File: config.mk
export PLATFORM = sky130hd
export DESIGN_NAME = irq_enable_priority
export DESIGN_NICKNAME = d
export VERILOG_FILES = /design/src/rtl/irq_ctrl_pkg.sv /design/src/rtl/irq_enable_priority.sv /design/src/rtl/irq_level_arbiter.sv /design/src/rtl/irq_service_tracker.sv
export SDC_FILE = /design/constraint.sdc
export NUM_CORES = 1
export LEC_CHECK = 0
export BUFFER_PORTS_ARGS = -buffer_cell sky130_fd_sc_hd__buf_2
export CORE_ASPECT_RATIO = 1.5
export CORE_MARGIN = 4
export CORE_UTILIZATION = 58
export CTS_BUF_LIST = sky130_fd_sc_hd__clkbuf_8
export DETAILED_ROUTE_END_ITERATION = 8
export HOLD_SLACK_MARGIN = 0.1
export PLACE_DENSITY = 0.8
export SLEW_MARGIN = 5
export SYNTH_ARGS = -nofsm -noshare
export SYNTH_HDL_FRONTEND = slang
export SYNTH_SLANG_ARGS = --single-unit
File: constraint.sdc
create_clock -name clk_in -period 10.7 [get_ports clk_in]
set_input_delay 0 -clock clk_in [delete_from_list [all_inputs] [get_ports clk_in]]
set_output_delay 0 -clock clk_in [all_outputs]
set_load 0.05 [all_outputs]
File: src/rtl/irq_ctrl_pkg.sv
// Shared constants, types and helpers of the interrupt enable and priority controller
package irq_ctrl_pkg;

    // Source count and index width
    localparam int NUM_SRC = 11;
    localparam int IDX_W   = 4;

    // Register offsets on the special-function register port
    localparam logic [7:0] OFF_IEN_A       = 8'hA8;
    localparam logic [7:0] OFF_PRIO_LOW_A  = 8'hB8;
    localparam logic [7:0] OFF_PRIO_HIGH_A = 8'hB7;
    localparam logic [7:0] OFF_IEN_B       = 8'hB1;
    localparam logic [7:0] OFF_PRIO_LOW_B  = 8'hB2;
    localparam logic [7:0] OFF_PRIO_HIGH_B = 8'hB3;
    localparam logic [7:0] OFF_EVT_STATUS  = 8'hC0;
    localparam logic [7:0] OFF_EVT_MASK    = 8'hC1;
    localparam logic [7:0] OFF_SVC_STATE   = 8'hC2;

    // Bit-addressable registers: bit address is base plus bit number
    localparam logic [7:0] BIT_BASE_IEN_A      = 8'hA8;
    localparam logic [7:0] BIT_BASE_PRIO_LOW_A = 8'hB8;

    // Implemented bits and values after reset
    localparam logic [7:0] MASK_IEN_A  = 8'hFF;
    localparam logic [7:0] MASK_PRIO_A = 8'h7F;
    localparam logic [7:0] MASK_B      = 8'h47;
    localparam logic [7:0] RESET_REG   = 8'h00;

    // Field positions
    localparam int GLOBAL_EN_BIT = 7;
    localparam int BIT_A_EXT0    = 0;
    localparam int BIT_A_TIMER0  = 1;
    localparam int BIT_A_EXT1    = 2;
    localparam int BIT_A_TIMER1  = 3;
    localparam int BIT_A_SERIAL  = 4;
    localparam int BIT_A_TIMER2  = 5;
    localparam int BIT_A_PCA     = 6;
    localparam int BIT_B_KEYPAD  = 0;
    localparam int BIT_B_TWI     = 1;
    localparam int BIT_B_SPI     = 2;
    localparam int BIT_B_USB     = 6;

    // Vector per source, sources ordered by polling rank
    localparam logic [15:0] VECTOR_TABLE [NUM_SRC] = '{
        16'h0003, 16'h000B, 16'h0013, 16'h001B, 16'h0033, 16'h0023,
        16'h002B, 16'h003B, 16'h0043, 16'h004B, 16'h006B};

    // Event status bits
    localparam int EVT_W           = 4;
    localparam int EVT_ACCEPT      = 0;
    localparam int EVT_NESTED      = 1;
    localparam int EVT_STRAY_RET   = 2;
    localparam int EVT_ACK_REFUSED = 3;

    typedef enum logic [2:0] {
        ST_IDLE  = 3'b001,
        ST_OFFER = 3'b010,
        ST_HOLD  = 3'b100
    } offer_state_t;

    typedef struct packed {
        logic       wr;
        logic       rd;
        logic [7:0] addr;
        logic [7:0] wdata;
    } reg_req_t;

    typedef struct packed {
        logic       wr;
        logic [7:0] addr;
        logic       value;
    } bit_req_t;

    typedef struct packed {
        logic             valid;
        logic [IDX_W-1:0] idx;
        logic [1:0]       level;
    } arb_result_t;

    // Gathers per-source bits from the two register groups into polling order
    function automatic logic [NUM_SRC-1:0] src_map(input logic [7:0] a, input logic [7:0] b);
        src_map = {b[BIT_B_USB], b[BIT_B_SPI], b[BIT_B_TWI], b[BIT_B_KEYPAD], a[BIT_A_TIMER2],
                   a[BIT_A_SERIAL], a[BIT_A_PCA], a[BIT_A_TIMER1], a[BIT_A_EXT1], a[BIT_A_TIMER0],
                   a[BIT_A_EXT0]};
    endfunction : src_map

endpackage : irq_ctrl_pkg

File: src/rtl/irq_enable_priority.sv
// Interrupt enable and four-level priority controller facing the processor core
//
// The strobed register port is this design's own decision.
`timescale 1ns/1ps
`default_nettype none

// Summary of operation
// - Eleven sources: two pins, three timers, serial, SPI, keypad, TWI, USB, PCA.
// - Every source has its own enable; a disabled source is never taken.
// - Bit 7 of enable register A gates every interrupt globally.
// - Enable register A bits 6..0: PCA, timer 2, serial, timer 1, ext1, timer 0, ext0.
// - Enable register A resets to zero and its bits are individually writable.
// - Level is high bit then low bit: 00 lowest, 11 highest.
// - Priority-low register A bits 6..0 follow the enable register A layout.
// - PCA vector 0033H, keypad 003BH, SPI 004BH, others at classic addresses.
// - Only a strictly higher level preempts; level 3 is never preempted.
// - Simultaneous requests of different level: the higher level is served.
// - Equal levels resolve by fixed polling rank.
// - Vectors per table; PCA polls fifth, ahead of serial and timer 2.
// - Priority-high register A holds high bits at the priority-low A positions.
// - Enable register B: USB bit 6, SPI 2, TWI 1, keypad 0, reset zero.
module irq_enable_priority
    import irq_ctrl_pkg::*;
(
    // Clock, reset, enable
    input  wire logic               clk_in,
    input  wire logic               rst_n_in,
    input  wire logic               ce_in,
    // Register port
    input  wire logic               reg_wr_in,
    input  wire logic               reg_rd_in,
    input  wire logic [7:0]         reg_addr_in,
    input  wire logic [7:0]         reg_wdata_in,
    output logic      [7:0]         reg_rdata_out,
    // Single-bit write port
    input  wire logic               bit_wr_in,
    input  wire logic [7:0]         bit_addr_in,
    input  wire logic               bit_value_in,
    // Source request flags in polling order
    input  wire logic [NUM_SRC-1:0] src_req_in,
    output logic      [NUM_SRC-1:0] src_ack_out,
    // Core side
    output logic                    core_irq_out,
    output logic      [15:0]        core_vector_out,
    input  wire logic               core_ack_in,
    input  wire logic               core_return_in,
    // Event interrupt
    output logic                    int_out
);

    typedef struct packed {
        offer_state_t       st;
        logic [7:0]         ien_a;
        logic [7:0]         ien_b;
        logic [7:0]         prio_low_a;
        logic [7:0]         prio_high_a;
        logic [7:0]         prio_low_b;
        logic [7:0]         prio_high_b;
        logic [EVT_W-1:0]   evt_status;
        logic [EVT_W-1:0]   evt_mask;
        logic [3:0]         active;
        logic [IDX_W-1:0]   offer_idx;
        logic [1:0]         offer_level;
        logic [15:0]        vector;
        logic [NUM_SRC-1:0] ack_src;
        logic [7:0]         rdata;
    } state_t;

    state_t   state;
    state_t   next_state;
    reg_req_t bus;
    bit_req_t bit_req;

    arb_result_t        win;
    logic [NUM_SRC-1:0] en_vec;
    logic [NUM_SRC-1:0] gated_req;
    logic [NUM_SRC-1:0] lvl_high;
    logic [NUM_SRC-1:0] lvl_low;
    logic               accept;
    logic               still_winner;
    logic [3:0]         trk_next_active;
    logic               trk_top_valid;
    logic [1:0]         trk_top_level;
    logic               trk_allowed;
    logic               trk_stray;

    assign bus     = '{wr: reg_wr_in, rd: reg_rd_in, addr: reg_addr_in, wdata: reg_wdata_in};
    assign bit_req = '{wr: bit_wr_in, addr: bit_addr_in, value: bit_value_in};

    // Per-source enables and level bits in polling order
    assign en_vec    = src_map(state.ien_a, state.ien_b);
    assign lvl_low   = src_map(state.prio_low_a, state.prio_low_b);
    assign lvl_high  = src_map(state.prio_high_a, state.prio_high_b);
    assign gated_req = src_req_in & en_vec & {NUM_SRC{state.ien_a[GLOBAL_EN_BIT]}};

    irq_level_arbiter u_arbiter (
        .req_in      (gated_req),
        .lvl_high_in (lvl_high),
        .lvl_low_in  (lvl_low),
        .result_out  (win)
    );

    // Offer is still good only if the same source wins at the same level
    assign still_winner = win.valid && (win.idx == state.offer_idx) && (win.level == state.offer_level);
    assign accept       = ce_in && (state.st == ST_OFFER) && core_ack_in && still_winner && trk_allowed;

    irq_service_tracker u_tracker (
        .active_in        (state.active),
        .accept_in        (accept),
        .return_in        (ce_in && core_return_in),
        .cand_level_in    (state.st == ST_OFFER ? state.offer_level : win.level),
        .next_active_out  (trk_next_active),
        .top_valid_out    (trk_top_valid),
        .top_level_out    (trk_top_level),
        .cand_allowed_out (trk_allowed),
        .stray_return_out (trk_stray)
    );

    // Register read mux, reserved bits read as zero
    function automatic logic [7:0] read_reg(input state_t s, input logic [7:0] addr,
                                            input logic top_valid, input logic [1:0] top_level);
        case (addr)
            OFF_IEN_A:       read_reg = s.ien_a;
            OFF_IEN_B:       read_reg = s.ien_b;
            OFF_PRIO_LOW_A:  read_reg = s.prio_low_a & MASK_PRIO_A;
            OFF_PRIO_HIGH_A: read_reg = s.prio_high_a;
            OFF_PRIO_LOW_B:  read_reg = s.prio_low_b;
            OFF_PRIO_HIGH_B: read_reg = s.prio_high_b;
            OFF_EVT_STATUS:  read_reg = {4'h0, s.evt_status};
            OFF_EVT_MASK:    read_reg = {4'h0, s.evt_mask};
            OFF_SVC_STATE:   read_reg = {top_valid, top_level, 1'b0, s.active};
            default:         read_reg = 8'h00;
        endcase
    endfunction : read_reg

    always_comb begin
        logic [EVT_W-1:0] evt_set;
        logic [EVT_W-1:0] evt_clr;
        evt_set    = '0;
        evt_clr    = '0;
        next_state = state;

        // Byte writes
        if (bus.wr) begin
            case (bus.addr)
                OFF_IEN_A:       next_state.ien_a       = bus.wdata & MASK_IEN_A;
                OFF_IEN_B:       next_state.ien_b       = bus.wdata & MASK_B;
                OFF_PRIO_LOW_A:  next_state.prio_low_a  = bus.wdata & MASK_PRIO_A;
                OFF_PRIO_HIGH_A: next_state.prio_high_a = bus.wdata & MASK_PRIO_A;
                OFF_PRIO_LOW_B:  next_state.prio_low_b  = bus.wdata & MASK_B;
                OFF_PRIO_HIGH_B: next_state.prio_high_b = bus.wdata & MASK_B;
                OFF_EVT_STATUS:  evt_clr                = bus.wdata[EVT_W-1:0];
                OFF_EVT_MASK:    next_state.evt_mask    = bus.wdata[EVT_W-1:0];
                default:         next_state.evt_mask    = state.evt_mask;
            endcase
        end

        // Single-bit writes
        if (bit_req.wr && (bit_req.addr[7:3] == BIT_BASE_IEN_A[7:3])) begin
            next_state.ien_a[bit_req.addr[2:0]] = bit_req.value;
        end
        if (bit_req.wr && (bit_req.addr[7:3] == BIT_BASE_PRIO_LOW_A[7:3]) && (bit_req.addr[2:0] != 3'h7)) begin
            next_state.prio_low_a[bit_req.addr[2:0]] = bit_req.value;
        end

        // Read data stands only in the cycle after the strobe
        next_state.rdata = bus.rd ? read_reg(state, bus.addr, trk_top_valid, trk_top_level) : 8'h00;

        next_state.ack_src = '0;
        next_state.active  = trk_next_active;

        case (state.st)
            ST_IDLE: begin
                if (win.valid && trk_allowed) begin
                    next_state.st          = ST_OFFER;
                    next_state.offer_idx   = win.idx;
                    next_state.offer_level = win.level;
                    next_state.vector      = VECTOR_TABLE[win.idx];
                end
            end
            ST_OFFER: begin
                if (accept) begin
                    next_state.st                     = ST_HOLD;
                    next_state.ack_src[state.offer_idx] = 1'b1;
                    evt_set[EVT_ACCEPT]               = 1'b1;
                    evt_set[EVT_NESTED]               = trk_top_valid;
                end else if (core_ack_in) begin
                    next_state.st            = ST_IDLE;
                    evt_set[EVT_ACK_REFUSED] = 1'b1;
                end else if (!(still_winner && trk_allowed)) begin
                    // Withdraw a stale offer; a fresh one follows from idle
                    next_state.st = ST_IDLE;
                end
            end
            ST_HOLD: begin
                // One cycle for the source to drop its flag
                next_state.st = ST_IDLE;
            end
            default: begin
                next_state.st = ST_IDLE;
            end
        endcase

        if (trk_stray) begin
            evt_set[EVT_STRAY_RET] = 1'b1;
        end

        // Set wins over a same-cycle clear
        next_state.evt_status = (state.evt_status & ~evt_clr) | evt_set;
    end

    always_ff @(posedge clk_in or negedge rst_n_in) begin
        if (!rst_n_in) begin
            state             <= '0;
            state.st          <= ST_IDLE;
            state.ien_a       <= RESET_REG;
            state.ien_b       <= RESET_REG;
            state.prio_low_a  <= RESET_REG;
            state.prio_high_a <= RESET_REG;
            state.prio_low_b  <= RESET_REG;
            state.prio_high_b <= RESET_REG;
        end else if (ce_in) begin
            state <= next_state;
        end
    end

    // Outputs
    assign reg_rdata_out   = state.rdata;
    assign src_ack_out     = state.ack_src;
    assign core_irq_out    = (state.st == ST_OFFER);
    assign core_vector_out = state.vector;
    assign int_out         = |(state.evt_status & state.evt_mask);

endmodule : irq_enable_priority
`default_nettype wire

File: src/rtl/irq_level_arbiter.sv
// Picks the highest-level request, lowest polling rank within a level
`timescale 1ns/1ps
`default_nettype none
module irq_level_arbiter
    import irq_ctrl_pkg::*;
(
    // Gated requests and per-source level bits
    input  wire logic [NUM_SRC-1:0] req_in,
    input  wire logic [NUM_SRC-1:0] lvl_high_in,
    input  wire logic [NUM_SRC-1:0] lvl_low_in,
    // Winner
    output arb_result_t             result_out
);

    // Later assignments win: levels ascend, ranks descend
    always_comb begin
        result_out = '0;
        for (int l = 0; l < 4; l++) begin
            for (int i = NUM_SRC - 1; i >= 0; i--) begin
                if (req_in[i] && ({lvl_high_in[i], lvl_low_in[i]} == 2'(l))) begin
                    result_out.valid = 1'b1;
                    result_out.idx   = IDX_W'(i);
                    result_out.level = 2'(l);
                end
            end
        end
    end

endmodule : irq_level_arbiter
`default_nettype wire

File: src/rtl/irq_service_tracker.sv
// Tracks in-service levels and decides whether a candidate may preempt
`timescale 1ns/1ps
`default_nettype none
module irq_service_tracker
    import irq_ctrl_pkg::*;
(
    // Current in-service set and events
    input  wire logic [3:0] active_in,
    input  wire logic       accept_in,
    input  wire logic       return_in,
    input  wire logic [1:0] cand_level_in,
    // Results
    output logic [3:0]      next_active_out,
    output logic            top_valid_out,
    output logic [1:0]      top_level_out,
    output logic            cand_allowed_out,
    output logic            stray_return_out
);

    always_comb begin
        top_valid_out = 1'b0;
        top_level_out = 2'h0;
        for (int l = 0; l < 4; l++) begin
            if (active_in[l]) begin
                top_valid_out = 1'b1;
                top_level_out = 2'(l);
            end
        end
        // Only a strictly higher level may preempt; level 3 never is
        cand_allowed_out = !top_valid_out || (cand_level_in > top_level_out);
        stray_return_out = return_in && !top_valid_out;
        next_active_out  = active_in;
        if (return_in && top_valid_out) begin
            next_active_out[top_level_out] = 1'b0;
        end
        if (accept_in) begin
            next_active_out[cand_level_in] = 1'b1;
        end
    end

endmodule : irq_service_tracker
`default_nettype wire

==> results of run 1 <==
[metal layers]
metal,routed length [um],up-vias,share of wire (%),GRT usage [%]
met5,0,-,0,0
met4,1135,0,6.3,19.98
met3,1206,80,6.7,5.559
met2,9208,290,51,55.23
met1,6434,2629,36,35.01
li1,-,2522,-,-
[worst min path at each step]
stage	slack, ps	from	end	cells past startpoint
global placement	210	rst_n_in	reg_rdata_out[0]	1
global route	160	bit_addr_in[2]	en_vec[1]	5
detailed placement	210	rst_n_in	state[41]	1
CTS	120	reg_rd_in	reg_rdata_out[5]	3
finish	130	reg_rd_in	reg_rdata_out[5]	3
floorplan	-300	rst_n_in	core_vector_out[1]	0
[cell usage after synthesis, drive strengths merged, types with 7 or more instances]
| library cell | instances | area share [%] |
|---|---|---|
| nand4 | 15 | 1.6 |
| nand2b | 15 | 1.6 |
| buf | 40 | 5.6 |
| and4 | 10 | 1.6 |
| nor2 | 30 | 2.0 |
| a21oi | 25 | 2.2 |
| and2 | 8 | 0.87 |
| dfrtp | 77 | 34 |
| inv | 34 | 2.2 |
| and3 | 13 | 1.6 |
| a22o | 7 | 1.1 |
| o211ai | 12 | 1.7 |
| and4b | 7 | 1.2 |
| nor2b | 7 | 0.76 |
| a22oi | 18 | 2.5 |
| mux2i | 9 | 1.6 |
| nand2 | 61 | 4.0 |
| clkbuf | 24 | 1.6 |
| nor3 | 11 | 0.96 |
| a211oi | 7 | 0.92 |
| nand3 | 25 | 2.4 |
| o31ai | 12 | 1.6 |
| mux2 | 27 | 5.3 |
| o21ai | 51 | 4.7 |
| o22ai | 26 | 3.5 |
[power groups by stage]
stage | sequential (mW) | clock [mW] | combinational, mW
3_5_place_dp | 0.337 | 0 | 0.104
2_1_floorplan | 0.324 | 0 | 0.0837
6_report | 0.333 | 0.261 | 0.109
4_1_cts | 0.332 | 0.263 | 0.108
5_1_grt | 0.334 | 0.278 | 0.117
3_3_place_gp | 0.337 | 0 | 0.102
[area by class of cell]
| type | instances | area [um2] |
|---|---|---|
| Fill cell | 848 | 3472 |
| Multi-Input combinational cell | 486 | 3268 |
| Sequential cell | 78 | 1953 |
| Timing Repair Buffer | 84 | 490.5 |
| Tap cell | 115 | 143.9 |
| Clock buffer | 10 | 137.6 |
| Inverter | 35 | 131.4 |
| Clock inverter | 6 | 92.59 |
[layout by cell type (no fill, tap or decap), types with 20 or more instances in the layout]
master,synthesis,routed
sky130_fd_sc_hd__inv_1,34,34
sky130_fd_sc_hd__mux2_2,27,27
sky130_fd_sc_hd__nand2_1,61,61
sky130_fd_sc_hd__nor2_1,30,30
sky130_fd_sc_hd__o21ai_0,47,47
sky130_fd_sc_hd__buf_2,1,69
sky130_fd_sc_hd__o22ai_1,20,20
sky130_fd_sc_hd__a21oi_1,25,25
sky130_fd_sc_hd__dfrtp_1,77,77
sky130_fd_sc_hd__nand3_1,24,24
[cell families after synthesis]
group           count (synthesis)
simple gates                  234
compound gates                201
buf+inv                        99
flops                          78
mux                            36
fa+ha+maj                       3
xor+xnor                        2
other cells                     1
[state kept, by name, summed over array words and instances (netlist names)]
register,cells
state,21
en_vec,11
lvl_high,11
lvl_low,11
src_ack_out,11
reg_rdata_out,8
core_vector_out,5
[critical path, delay by kind of cell (launching register included)]
family,cells,cell delay (ps)
multiplexers,1,320
flip-flops,1,980
AO/OA/AOI/OAI,7,1980
AND/OR/NAND/NOR,7,1430
adder cells (fa/ha/maj),1,360
==> impl.org, run 1 <==
** Drt
- The detailed router finished its first iteration with 512 violations.
- In the routed layout, each cell is associated on average with a via count of 6.783.
- For this run, design rule violations remaining after detail routing come to 0.
- Detailed-route wire length :: 17990 um
- The pre-antenna-repair detailed-routing pass consisted of 5 iterations.
- In this run the remaining antenna-violating nets after routing total 0.
- The routed layout has 5521 vias.
- In the final routed layout, each cell accounts on average for 22.09 um.

** Power and ir drop
- Power spent charging and discharging nets :: 0.2223 mW
- In this run the static leakage power is 2.743 nW.
- Seq pwr share :: 47.3%
- Sw Ratio :: 31.62%
- Of the total power, the clock network draws 37.1%.
- Cell-internal power :: 0.4808 mW
- Combinational logic is responsible for 15.5% of the overall power.
- In this run the power density over the cells is 113.1 nW/um2.
- Total design power :: 0.7030 mW
- IR Drop Worst-Case VDD :: 0.09434 mV

** Worst setup path
- Terminus of the critical flop-to-flop path :: src_ack_out[6]
- Reg2Reg Setup Slack :: 5530 ps
- Launch point of the critical path :: state[100]
- For the worst flop-to-flop path, the logic depth is 16.
- The slowest stage of the critical path is the sky130_fd_sc_hd__dfrtp_1 cell.
- CP Data Required Time :: 10980 ps
- CP cell instances :: nand4_1 > o22ai_1 > nand4bb_1 > nor3_1 > o311ai_0 > mux2i_1 > ha_1 > nand2_1 > o21ai_0 > nand2_1 > o221ai_1 > a21oi_1 > o2111a_1 > nor4b_2 > nand3_4 > o31ai_1
- In this run the worst path has a maximum fanout of 37.
- Critical Path Start Type :: flop
- Critical path arrival :: 5450 ps
- In this run the critical register-to-register path is launched from state[100].
- Cell mode on critical path :: sky130_fd_sc_hd__nand2_1
- The critical path ends at src_ack_out[6].
- The largest single stage delay on the critical path is 980 ps.
- Endpoint class of the critical path :: flop
- The worst setup path is of the reg2reg kind.

** STA
- Based on the critical path, the design can be clocked at up to 193.4 MHz.
- Count of endpoints failing hold in the final timing report :: 0
- Across the routed clock network, the largest skew measured is 9.590 ps.
- Max-Slew Margin vs Limit :: 25.89%
- Setup violations, final :: 0
- Final critical path time including I/O delays and setup :: 5171 ps
- For the final routed database, the setup TNS stands at 0 ps.
- After layout, the worst path uses 48.32% of the clock period.
- Final max-slew violation count :: 0
- RSZ-0062 raised after global routing :: false
- In the post-route analysis, the smallest setup slack over all paths is 5529 ps.
- On the final layout, the worst hold slack is 131.3 ps.
- Worst Tran Pin Value :: 1103 ps

** Placement
- Timing analysis after detailed placement gives a worst setup slack of 5640 ps.
- The congestion estimate from routability-driven global placement came to 0.9774.
- Counting tap cells, the placed design contains a total of 785 instances.
- Detailed placement HPWL :: 13850 um
- Buffers placed on the I/O ports in this run total 70.
- Post-detailed-placement cell area :: 5857 um2

** Synth
- Most used flip-flop cell after synthesis :: sky130_fd_sc_hd__dfrtp_1
- Register bit total from synthesis :: 78
- Yosys warnings :: 0
- Summing every instance area after synthesis gives 5730 um2.
- Simple-gate area share of the yosys netlist :: 23.28%
- Post-synthesis average cell area :: 8.762 um2
- After synthesis, the netlist uses 80 different library cells.
- Synthesis produced 654 cells.
- The synthesized netlist devotes 0.6550% of its cell area to adder and majority cells.
- After synthesis, the largest family of logic cells by area is compound AO/OA/AOI/OAI gates.
- Async SR Flop Fraction :: 100.0%
- After Yosys synthesis, XOR and XNOR cells account for 0.4367% of the synthesized area.
- Fraction of synthesized area in multiplexers :: 6.878%
- The synthesized netlist devotes 25.13% of its cell area to compound gates.
- Count of flip-flops with a built-in enable after synthesis :: 0
- Of the synthesized area, sequential elements account for 34.08%.

** Finish
- Synthesis-to-layout area growth :: 8.493%
- Share of layout cells above drive strength 1 :: 20.03%
- Final #Nets :: 741
- The repair_antennas step left the layout with diodes totalling 0.
- Total non-filler cell area in the finished layout :: 6217 um2
- Cells fill 64.17% of the core in the end.
- Non-filler cells, final :: 814

** Global routing
- GR Overflow Total :: 0
- Overall fraction of global-route tracks in use :: 31.79%
- The number of antenna violations at the first check in global routing came to 0.
- Maximum number of pins on one net before global-route repair :: 79
- Via count of the first global-routing pass :: 5375
- First-pass GRT wire length :: 27890 um

** CTS
- Maximum clock path buffer count :: 2
- Buffers inserted during post-CTS setup optimization :: 0
- The tree built by TritonCTS fans out to 78 sinks.
- CTS tree :: built
- The clock reaches the later pin of the worst-skew pair after 380 ps.
- Clock-pin slew was measured on the worst setup and hold paths at 90 ps.
- Root Driver :: sky130_fd_sc_hd__clkbuf_8
- Hold buffer count at cts :: 13
- In this run the number of H-tree levels came out at 3.
- Once the clock tree was built, the resizer swapped 0 gates to a different size.
- Clock buffer count from CTS :: 9

** Die
- The initial utilization of the core area, before any placement, comes to 59.14%.
- Vert. Die Dim :: 129.7 um
- The core region is 9689 um2.
- Number of ports placed on the die boundary :: 81
- DIE AREA :: 11570 um2
- The floorplan step set the die width to 89.16 um.
- Row generation in the floorplan step produced 44 rows.

** Status
- The flow ran to the end, and the final reports show no timing, DRC or antenna violations.

** Flow run
- Number of max-capacitance violations reported :: 0

** Min path
- The worst hold path belongs to the class in2reg.
(Power assumes the default switching activity.)
==> inputs of run 2 (changes only) <==
CORE_UTILIZATION = 54   (was 58)
PLACE_DENSITY = 0.78   (was 0.8)
clock period = 4.3 ns   (was 10.7 ns; I/O delays follow)
==> run 2 against run 1 <==
  * Die area increased by 6.8%
  * Core utilization decreased by 1.1 points
  * Critical path depth increased by 2
  * Via count increased by 2.9%
  * Critical endpoint is now src_ack_out[1]
  * Largest cell class unchanged
  * Largest power group unchanged
  * Highest routed layer unchanged
==> impl.org, run 2 (synthesized netlist as in run 1, its figures left out) <==
** Min path
- Path class of the lowest-slack min-delay path :: in2reg
- Number of instances on the worst hold path :: 3 (unchanged)

** STA
- Sum of negative setup slack :: 0 ps (unchanged)
- The actual slew at the worst max-slew pin was 1298 ps (+194.8 ps).
- The clock period minus final worst setup slack is 4055 ps (-1115 ps).
- The post-route clock skew was 15.07 ps (+5.477 ps).
- The setup-violating endpoint count in the final report was 0 (unchanged).
- Least setup slack across all paths after layout :: 244.5 ps (-5285 ps)
- Maximum operating frequency :: 246.6 MHz (+27%)
- Count of endpoints failing hold in the final timing report :: 0 (unchanged)
- The remaining max-slew budget at the tightest pin is 12.67% (-13 points).
- The max-slew violation count was 0 (unchanged).
- Final cycle utilization of the critical path :: 94.31% (+46 points)
- The final-layout worst hold slack came to 102.1 ps (-29.21 ps).

** Finish
- Sequential Area :: 1954 um2 (about the same)
- Synthesis-to-layout area growth :: 12.71%
- The number of cells in the finished layout apart from fillers came to 864 (+6.1%).
- The final design instance area without fill was 6459 um2 (+3.9%).
- The library cell used most frequently in the layout, excluding fill and tap cells, is sky130_fd_sc_hd__dfrtp_1.
- Register with the most flip-flops :: state
- The library cells used most frequently in the layout, excluding fill and tap cells, are sky130_fd_sc_hd__dfrtp_1, sky130_fd_sc_hd__buf_2, sky130_fd_sc_hd__nand2_1.
- The combined area of the multi-input logic cells came to 3317 um2 (+1.5%).
- Share of layout cells above drive strength 1 :: 23.51% (+3.5 points)
- The flip-flop count of the largest register, all copies and words added came to 21 (unchanged).
- Share of the core filled with cells in the final layout :: 63.03% (-1.1 points)
- Number of fill cells :: 931 (+9.8%)
- The number of diodes is 0 (unchanged).
- The net count reported at finish came to 765 (+3.2%).

** Die
- Effective utilization at floorplan :: 55.92% (-3.2 points)
- The width of the chip was 92.11 um (+3.3%).
- DIE AREA :: 12360 um2 (+6.8%)
- The standard-cell row count was 45 (+2.3%).
- The top-level I/O count was 81 (unchanged).
- Core Box Area :: 10250 um2 (+5.8%)
- Vert. Die Dim :: 134.2 um (+3.4%)

** Placement
- Post-detailed-placement cell area :: 6030 um2 (+2.9%)
- Buffers on Ports :: 70 (unchanged)
- The worst slack after detailed placement came to -19.28 ps (-5659 ps).
- Detailed placement HPWL :: 13840 um (about the same)
- The placed cell count was 828 (+5.5%).
- The last weighted congestion value of the routability-driven placer was 0.9529 (-2.5%).

** CTS
- CTS placed an instance of sky130_fd_sc_hd__clkbuf_8 at the clock tree root.
- CTS tree :: built
- H-tree lvl count :: 3 (unchanged)
- CTS sink count :: 78 (unchanged)
- Worst skew pair latency :: 390 ps (about the same)
- Maximum clock path buffer count :: 2 (unchanged)
- The clock slew seen by the registers of the worst setup and hold paths is 90 ps (about the same).
- The number of buffers created by CTS came to 9 (unchanged).

** Power and ir drop
- The leakage dissipation came to 2.850 nW (+3.9%).
- PwrDens :: 257.7 nW/um2 (+130%)
- The power spent charging and discharging nets came to 0.5531 mW (+150%).
- Proportion of power drawn by combinational gates :: 18.2% (+2.7 points)
- The share of total power in the clock network came to 32.8% (-4.3 points).
- The overall power was 1.665 mW (+140%).
- The sequential share of power was 48.9% (+1.6 points).
- The internal power of the cells is 1.112 mW (+130%).
- Sw Ratio :: 33.22% (+1.6 points)
- IR Drop Worst-Case VDD :: 0.1638 mV (+74%)

** Global routing
- Overall fraction of global-route tracks in use :: 29.19% (-2.6 points)
- GR Overflow Total :: 0 (unchanged)
- Maximum number of pins on one net before global-route repair :: 79 (unchanged)
- Initial antenna violation count :: 0 (unchanged)
- Via count of the first global-routing pass :: 5424 (+0.91%)
- First-pass GRT wire length :: 27940 um (+0.18%)

** Drt
- The wire length per cell is 20.72 um (-6.2%).
- Detailed-route wire length :: 17900 um (-0.45%)
- The residual DRC count came to 0 (unchanged).
- The first-pass detailed-route iteration total is 6 (+1).
- Iteration-0 DRC Markers :: 457 (-11%)
- The via total after detailed routing is 5679 (+2.9%).
- Via density :: 6.573 (-3.1%)
- Remaining number of nets flagged by the antenna check after routing :: 0 (unchanged)

** Flow run
- Number of max-capacitance violations reported :: 0 (unchanged)

** Worst setup path
- Crit. path cell count :: 18 (+2)
- CP Data Required Time :: 4600 ps (-6380 ps)
- The critical path goes through buf_12 > and4_1 > a22oi_2 > nand4_1 > or3_4 > mux2i_1 > inv_1 > ha_1 > nor2b_1 > o21ai_0 > nand2_1 > o221ai_1 > a21oi_1 > o2111a_1 > nor4b_4 > nand3_4 > buf_4 > o22ai_2.
- Top Family by Delay on Critical Path :: simple AND/OR/NAND/NOR gates
- The critical path buffer and inverter count is 3 (+3).
- CP max FO :: 31 (-16%)
- STA classifies the critical path startpoint as a flop.
- The setup path with the least slack is of type reg2reg.
- The cell count of the worst reg-to-reg path is 18 (+2).
- For this design, the slowest cell found on the critical path is sky130_fd_sc_hd__dfrtp_2.
- The longest individual stage delay on the worst path was 470 ps (-510 ps).
- STA classifies the critical path endpoint as a flop.
- Critical path arrival :: 4350 ps (-1100 ps)

** Status
- Status :: finished, final reports clean
run 2: power by group through the flow:
stage               Combinational (mW)  Sequential, mW  Clock [mW]
floorplan                        0.208           0.807           0
global placement                 0.283           0.825           0
detailed placement               0.287           0.827           0
CTS                              0.297           0.812       0.550
global route                     0.326           0.818       0.584
finish                           0.304           0.814       0.547
run 2: layer usage:
metal  global-route usage, %  wire, um
met1                   32.52      6429
met2                   50.00      8946
met5                       0         0
met4                   18.76      1181
met3                   6.285      1346
run 2: worst paths after layout:
path | start | endpoint | slack (ps)
hold / removal | reg_rd_in | reg_rdata_out[7] | 100
max in group asynchronous | rst_n_in | state[100] | 3290
setup reg to reg | state[100] | src_ack_out[1] | 240
hold reg to reg | core_vector_out[4] | core_vector_out[4] | 490
min in group asynchronous | rst_n_in | src_ack_out[10] | 320
setup / recovery | state[100] | src_ack_out[1] | 240
run 2: cell type report:
class | instances | area share [%]
multi-input combinational | 486 | 51.36
sequential | 78 | 30.26
timing repair buffer | 108 | 10.62
tap | 141 | 2.731
clock buffer | 11 | 2.344
inverter | 35 | 2.034
clock inverter | 5 | 0.6587
run 2: timing repair:
action | in CTS | in global routing
pin swaps | 0 | 2
setup buffers | 0 | 6
resized for setup | 1 | 9
endpoints found under the hold margin | 117 | 0
hold buffers | 14 | 0
gates cloned | 0 | 0
endpoints found under the setup margin | 7 | 18
run 2: worst register-to-register path, delay by kind of cell, from the launching register on:
family | cells | cell delay, ps
compound gates | 6 | 940
fa+ha+maj | 1 | 300
buf+inv | 3 | 520
flops | 1 | 470
mux | 1 | 200
simple gates | 7 | 1530
==> inputs of run 3 (changes only) <==
CORE_ASPECT_RATIO = 1.2   (was 1.5)
CORE_UTILIZATION = 58   (was 54)
CTS_BUF_LIST = default   (was sky130_fd_sc_hd__clkbuf_8)
PLACE_DENSITY = 0.8   (was 0.78)
clock period = 5 ns   (was 4.3 ns; I/O delays follow)
==> run 3 against run 2 <==
  * Clock power is 22% higher
  * Die area is 6.6% lower
  * Total power is 3.1% lower
  * Cell area is 2.2% lower
  * First-iteration DRC count is 43% higher
  * Count of clock-buffer cells in the layout is 2 lower
  * Wire length is 0.46% lower
  * Largest power group unchanged
  * Combinational power is 23% lower
  * Fmax is 11% lower
  * Sequential share of layout area is 0.66 points higher
  * Via count is 2.3% lower
==> impl.org, run 3 (synthesized netlist as in run 1, its figures left out) <==
** STA
- Final cycle utilization of the critical path :: 90.93% (-3.4 points)
- Sum of negative setup slack :: 0 ps (unchanged)
- RSZ-0062 raised after global routing :: false
- Fin Clk Skew :: 8.122 ps (-6.945 ps)
- The clock period minus final worst setup slack came to 4547 ps (+491.2 ps).
- The actual slew at the worst max-slew pin was 1235 ps (-63.23 ps).
- The setup-violating endpoint count in the final report came to 0 (unchanged).
- The smallest setup slack after layout is 453.3 ps (+208.8 ps).
- The maximum frequency from static timing analysis came to 219.9 MHz (-11%).
- The remaining max-slew budget at the tightest pin came to 16.93% (+4.3 points).
- The number of hold violations in the final report is 0 (unchanged).
- Final max-slew violation count :: 0 (unchanged)

** Power and ir drop
- PwrDens :: 255.2 nW/um2 (-0.99%)
- Total design power :: 1.613 mW (-3.1%)
- IR Drop Worst-Case VDD :: 0.1973 mV (+20%)
- Leakage Power :: 2.785 nW (-2.3%)

** Drt
- Remaining number of nets flagged by the antenna check after routing :: 0 (unchanged)
- Number of remaining DRC errors :: 0 (unchanged)
- The detailed-route wire length was 17820 um (-0.46%).
- Via count :: 5550 (-2.3%)
- Via density :: 6.735 (+2.5%)
- The first-pass detailed-route iteration total was 7 (+1).
- Iteration-0 DRC Markers :: 654 (+43%)
- Routed length per placed instance :: 21.63 um (+4.4%)

** Die
- The full die area was 11540 um2 (-6.6%).
- The width of the chip was 98.74 um (+7.2%).
- The total core area was 9564 um2 (-6.7%).
- Cell row count :: 39 (-13%)
- The initial core utilization came to 59.92% (+4.0 points).
- Number of ports placed on the die boundary :: 81 (unchanged)
- The height of the die came to 116.9 um (-13%).

** CTS
- The clock latency on the worst-skew pair is 350 ps (-40 ps).
- TritonCTS built the clock tree.
- Maximum clock path buffer count :: 2 (unchanged)
- Clock tree synthesis selected as its root buffer the cell sky130_fd_sc_hd__clkbuf_16.
- The setup fix buffers added after clock tree synthesis is 0 (unchanged).
- Clock edge transition at the registers on the reported setup and hold paths :: 60 ps (-30 ps)
- CTS sink count :: 78 (unchanged)
- Clock buffer count from CTS :: 9 (unchanged)
- H-tree lvl count :: 3 (unchanged)

** Placement
- Buffers on Ports :: 70 (unchanged)
- Worst setup slack before clock tree synthesis :: 132.5 ps (+151.7 ps)
- Detailed placement HPWL :: 13710 um (-0.94%)
- The last weighted congestion value of the routability-driven placer is 0.9937 (+4.3%).

** Worst setup path
- Launch point of the critical path :: state[100]
- Following the worst setup path forward leads to its endpoint at src_ack_out[10].
- CP Data Required Time :: 5250 ps (+650 ps)
- Reg2reg start :: state[100]
- Critical path arrival :: 4790 ps (+440 ps)
- Critical-path top delay cell :: sky130_fd_sc_hd__dfrtp_2
- The setup path with the least slack is of type reg2reg.
- Reg2Reg Setup Slack :: 450 ps (+210 ps)
- CP max FO :: 33 (+6.5%)
- Traced cell by cell, the critical path runs through and4_1 > a22oi_2 > nand4_1 > or3_1 > mux2i_1 > inv_1 > ha_1 > nor2b_1 > o21ai_0 > nand2_1 > o221ai_1 > a21oi_1 > o2111a_1 > nor4b_4 > nand3_4 > o31ai_1.
- STA classifies the critical path startpoint as a flop.
- Endpoint class of the critical path :: flop
- The cell count of the worst reg-to-reg path came to 16 (-2).
- Largest incremental delay on the critical path :: 600 ps (+130 ps)
- Terminus of the critical flop-to-flop path :: src_ack_out[10]

** Finish
- Counting flops per register, the top entry is state.
- Synthesis-to-layout area growth :: 10.28%
- In the layout the commonest cells are sky130_fd_sc_hd__dfrtp_1, sky130_fd_sc_hd__buf_2, sky130_fd_sc_hd__nand2_1.
- The net count reported at finish is 743 (-2.9%).
- Leaving out fill and tap cells, the most frequent cell in the layout is sky130_fd_sc_hd__dfrtp_1.
- Share of the core filled with cells in the final layout :: 66.08% (+3.0 points)
- The flip-flop count of the largest register, all copies and words added came to 21 (unchanged).
- Number of fill cells :: 809 (-13%)
- The number of diodes is 0 (unchanged).
- Share of layout cells above drive strength 1 :: 20.83% (-2.7 points)

** Global routing
- Overall fraction of global-route tracks in use :: 31.56% (+2.4 points)
- Maximum number of pins on one net before global-route repair :: 79 (unchanged)
- The first-pass GRT wire length came to 28410 um (+1.7%).
- Via count of the first global-routing pass :: 5351 (-1.3%)
- GR Overflow Total :: 0 (unchanged)
- The number of antenna violations at the first check in global routing is 0 (unchanged).

** Min path
- The min-delay analysis places its worst path in the category in2reg.

** Status
- The flow ran to the end, and the final reports show no timing, DRC or antenna violations.

** Flow run
- Number of max-capacitance violations reported :: 0 (unchanged)
==> run 3: changes by cell type in the layout (fill, tap and decap cells not counted), sizes merged <==
| cell | change |
|---|---|
| buf | -19 |
| bufinv | +1 |
| clkbuf | -2 |
| clkinvlp | +1 |
| dlygate4sd3 | -3 |
==> run 3: layer usage <==
| metal | routed length (um) | share of wire, % | global-route usage (%) | vias up |
|---|---|---|---|---|
| li1 | - | - | - | 2529 |
| met1 | 6931 | 39 | 37.72 | 2685 |
| met2 | 8812 | 49 | 54.12 | 268 |
| met3 | 1127 | 6.3 | 5.750 | 68 |
| met4 | 949 | 5.3 | 17.21 | 0 |
| met5 | 0 | 0 | 0 | - |
==> run 3: how the worst min path moves through the flow <==
stage,startpoint,end,slack (ps),cells after the start
6_report,reg_wdata_in[2],state[47],130,2
5_1_grt,reg_wdata_in[2],lvl_high[9],120,2
4_1_cts,reg_wdata_in[2],lvl_high[9],120,2
3_5_place_dp,rst_n_in,src_ack_out[9],220,1
3_3_place_gp,rst_n_in,src_ack_out[9],210,1
2_1_floorplan,rst_n_in,core_vector_out[1],-300,0
==> run 3: stage by stage <==
stage	area (um2)	hold slack [ps]	instances
2_1_floorplan	5764	-295.6	663
3_3_place_gp	5897	205.9	797
3_5_place_dp	5897	216.4	797
4_1_cts	6305	118.3	824
5_1_grt	6320	121.2	824
6_report	6320	131.4	824
==> run 3: layout make-up <==
class                           count  area [um2]  share of cell area [%]
Multi-Input combinational cell    486        3282                   51.93
Sequential cell                    78        1954                   30.92
Timing Repair Buffer               86       500.5                   7.919
Clock buffer                        9       225.2                   3.564
Tap cell                          123       153.9                   2.435
Inverter                           35       131.4                   2.079
Clock inverter                      7       72.57                   1.148
==> run 3: worst max-delay path: cells and delay by family, from the launching register on <==
family          cells  cell delay (ps)
buf+inv             1              130
flops               1              600
compound gates      6             1260
fa+ha+maj           1              310
simple gates        7             1860
mux                 1              280
==> run 3: repair_timing <==
| action | 4_1_cts | 5_1_grt |
|---|---|---|
| hold endpoints to repair | 104 | 0 |
| hold buffers | 11 | 0 |
| endpoints found under the setup margin | 0 | 17 |
| resized for setup | 0 | 3 |
==> run 3: where the power goes <==
| group | internal [mW] | switching [mW] |
|---|---|---|
| registers | 0.659 | 0.0537 |
| logic | 0.0744 | 0.159 |
| clock network | 0.387 | 0.278 |
| total | 1.12 | 0.491 |
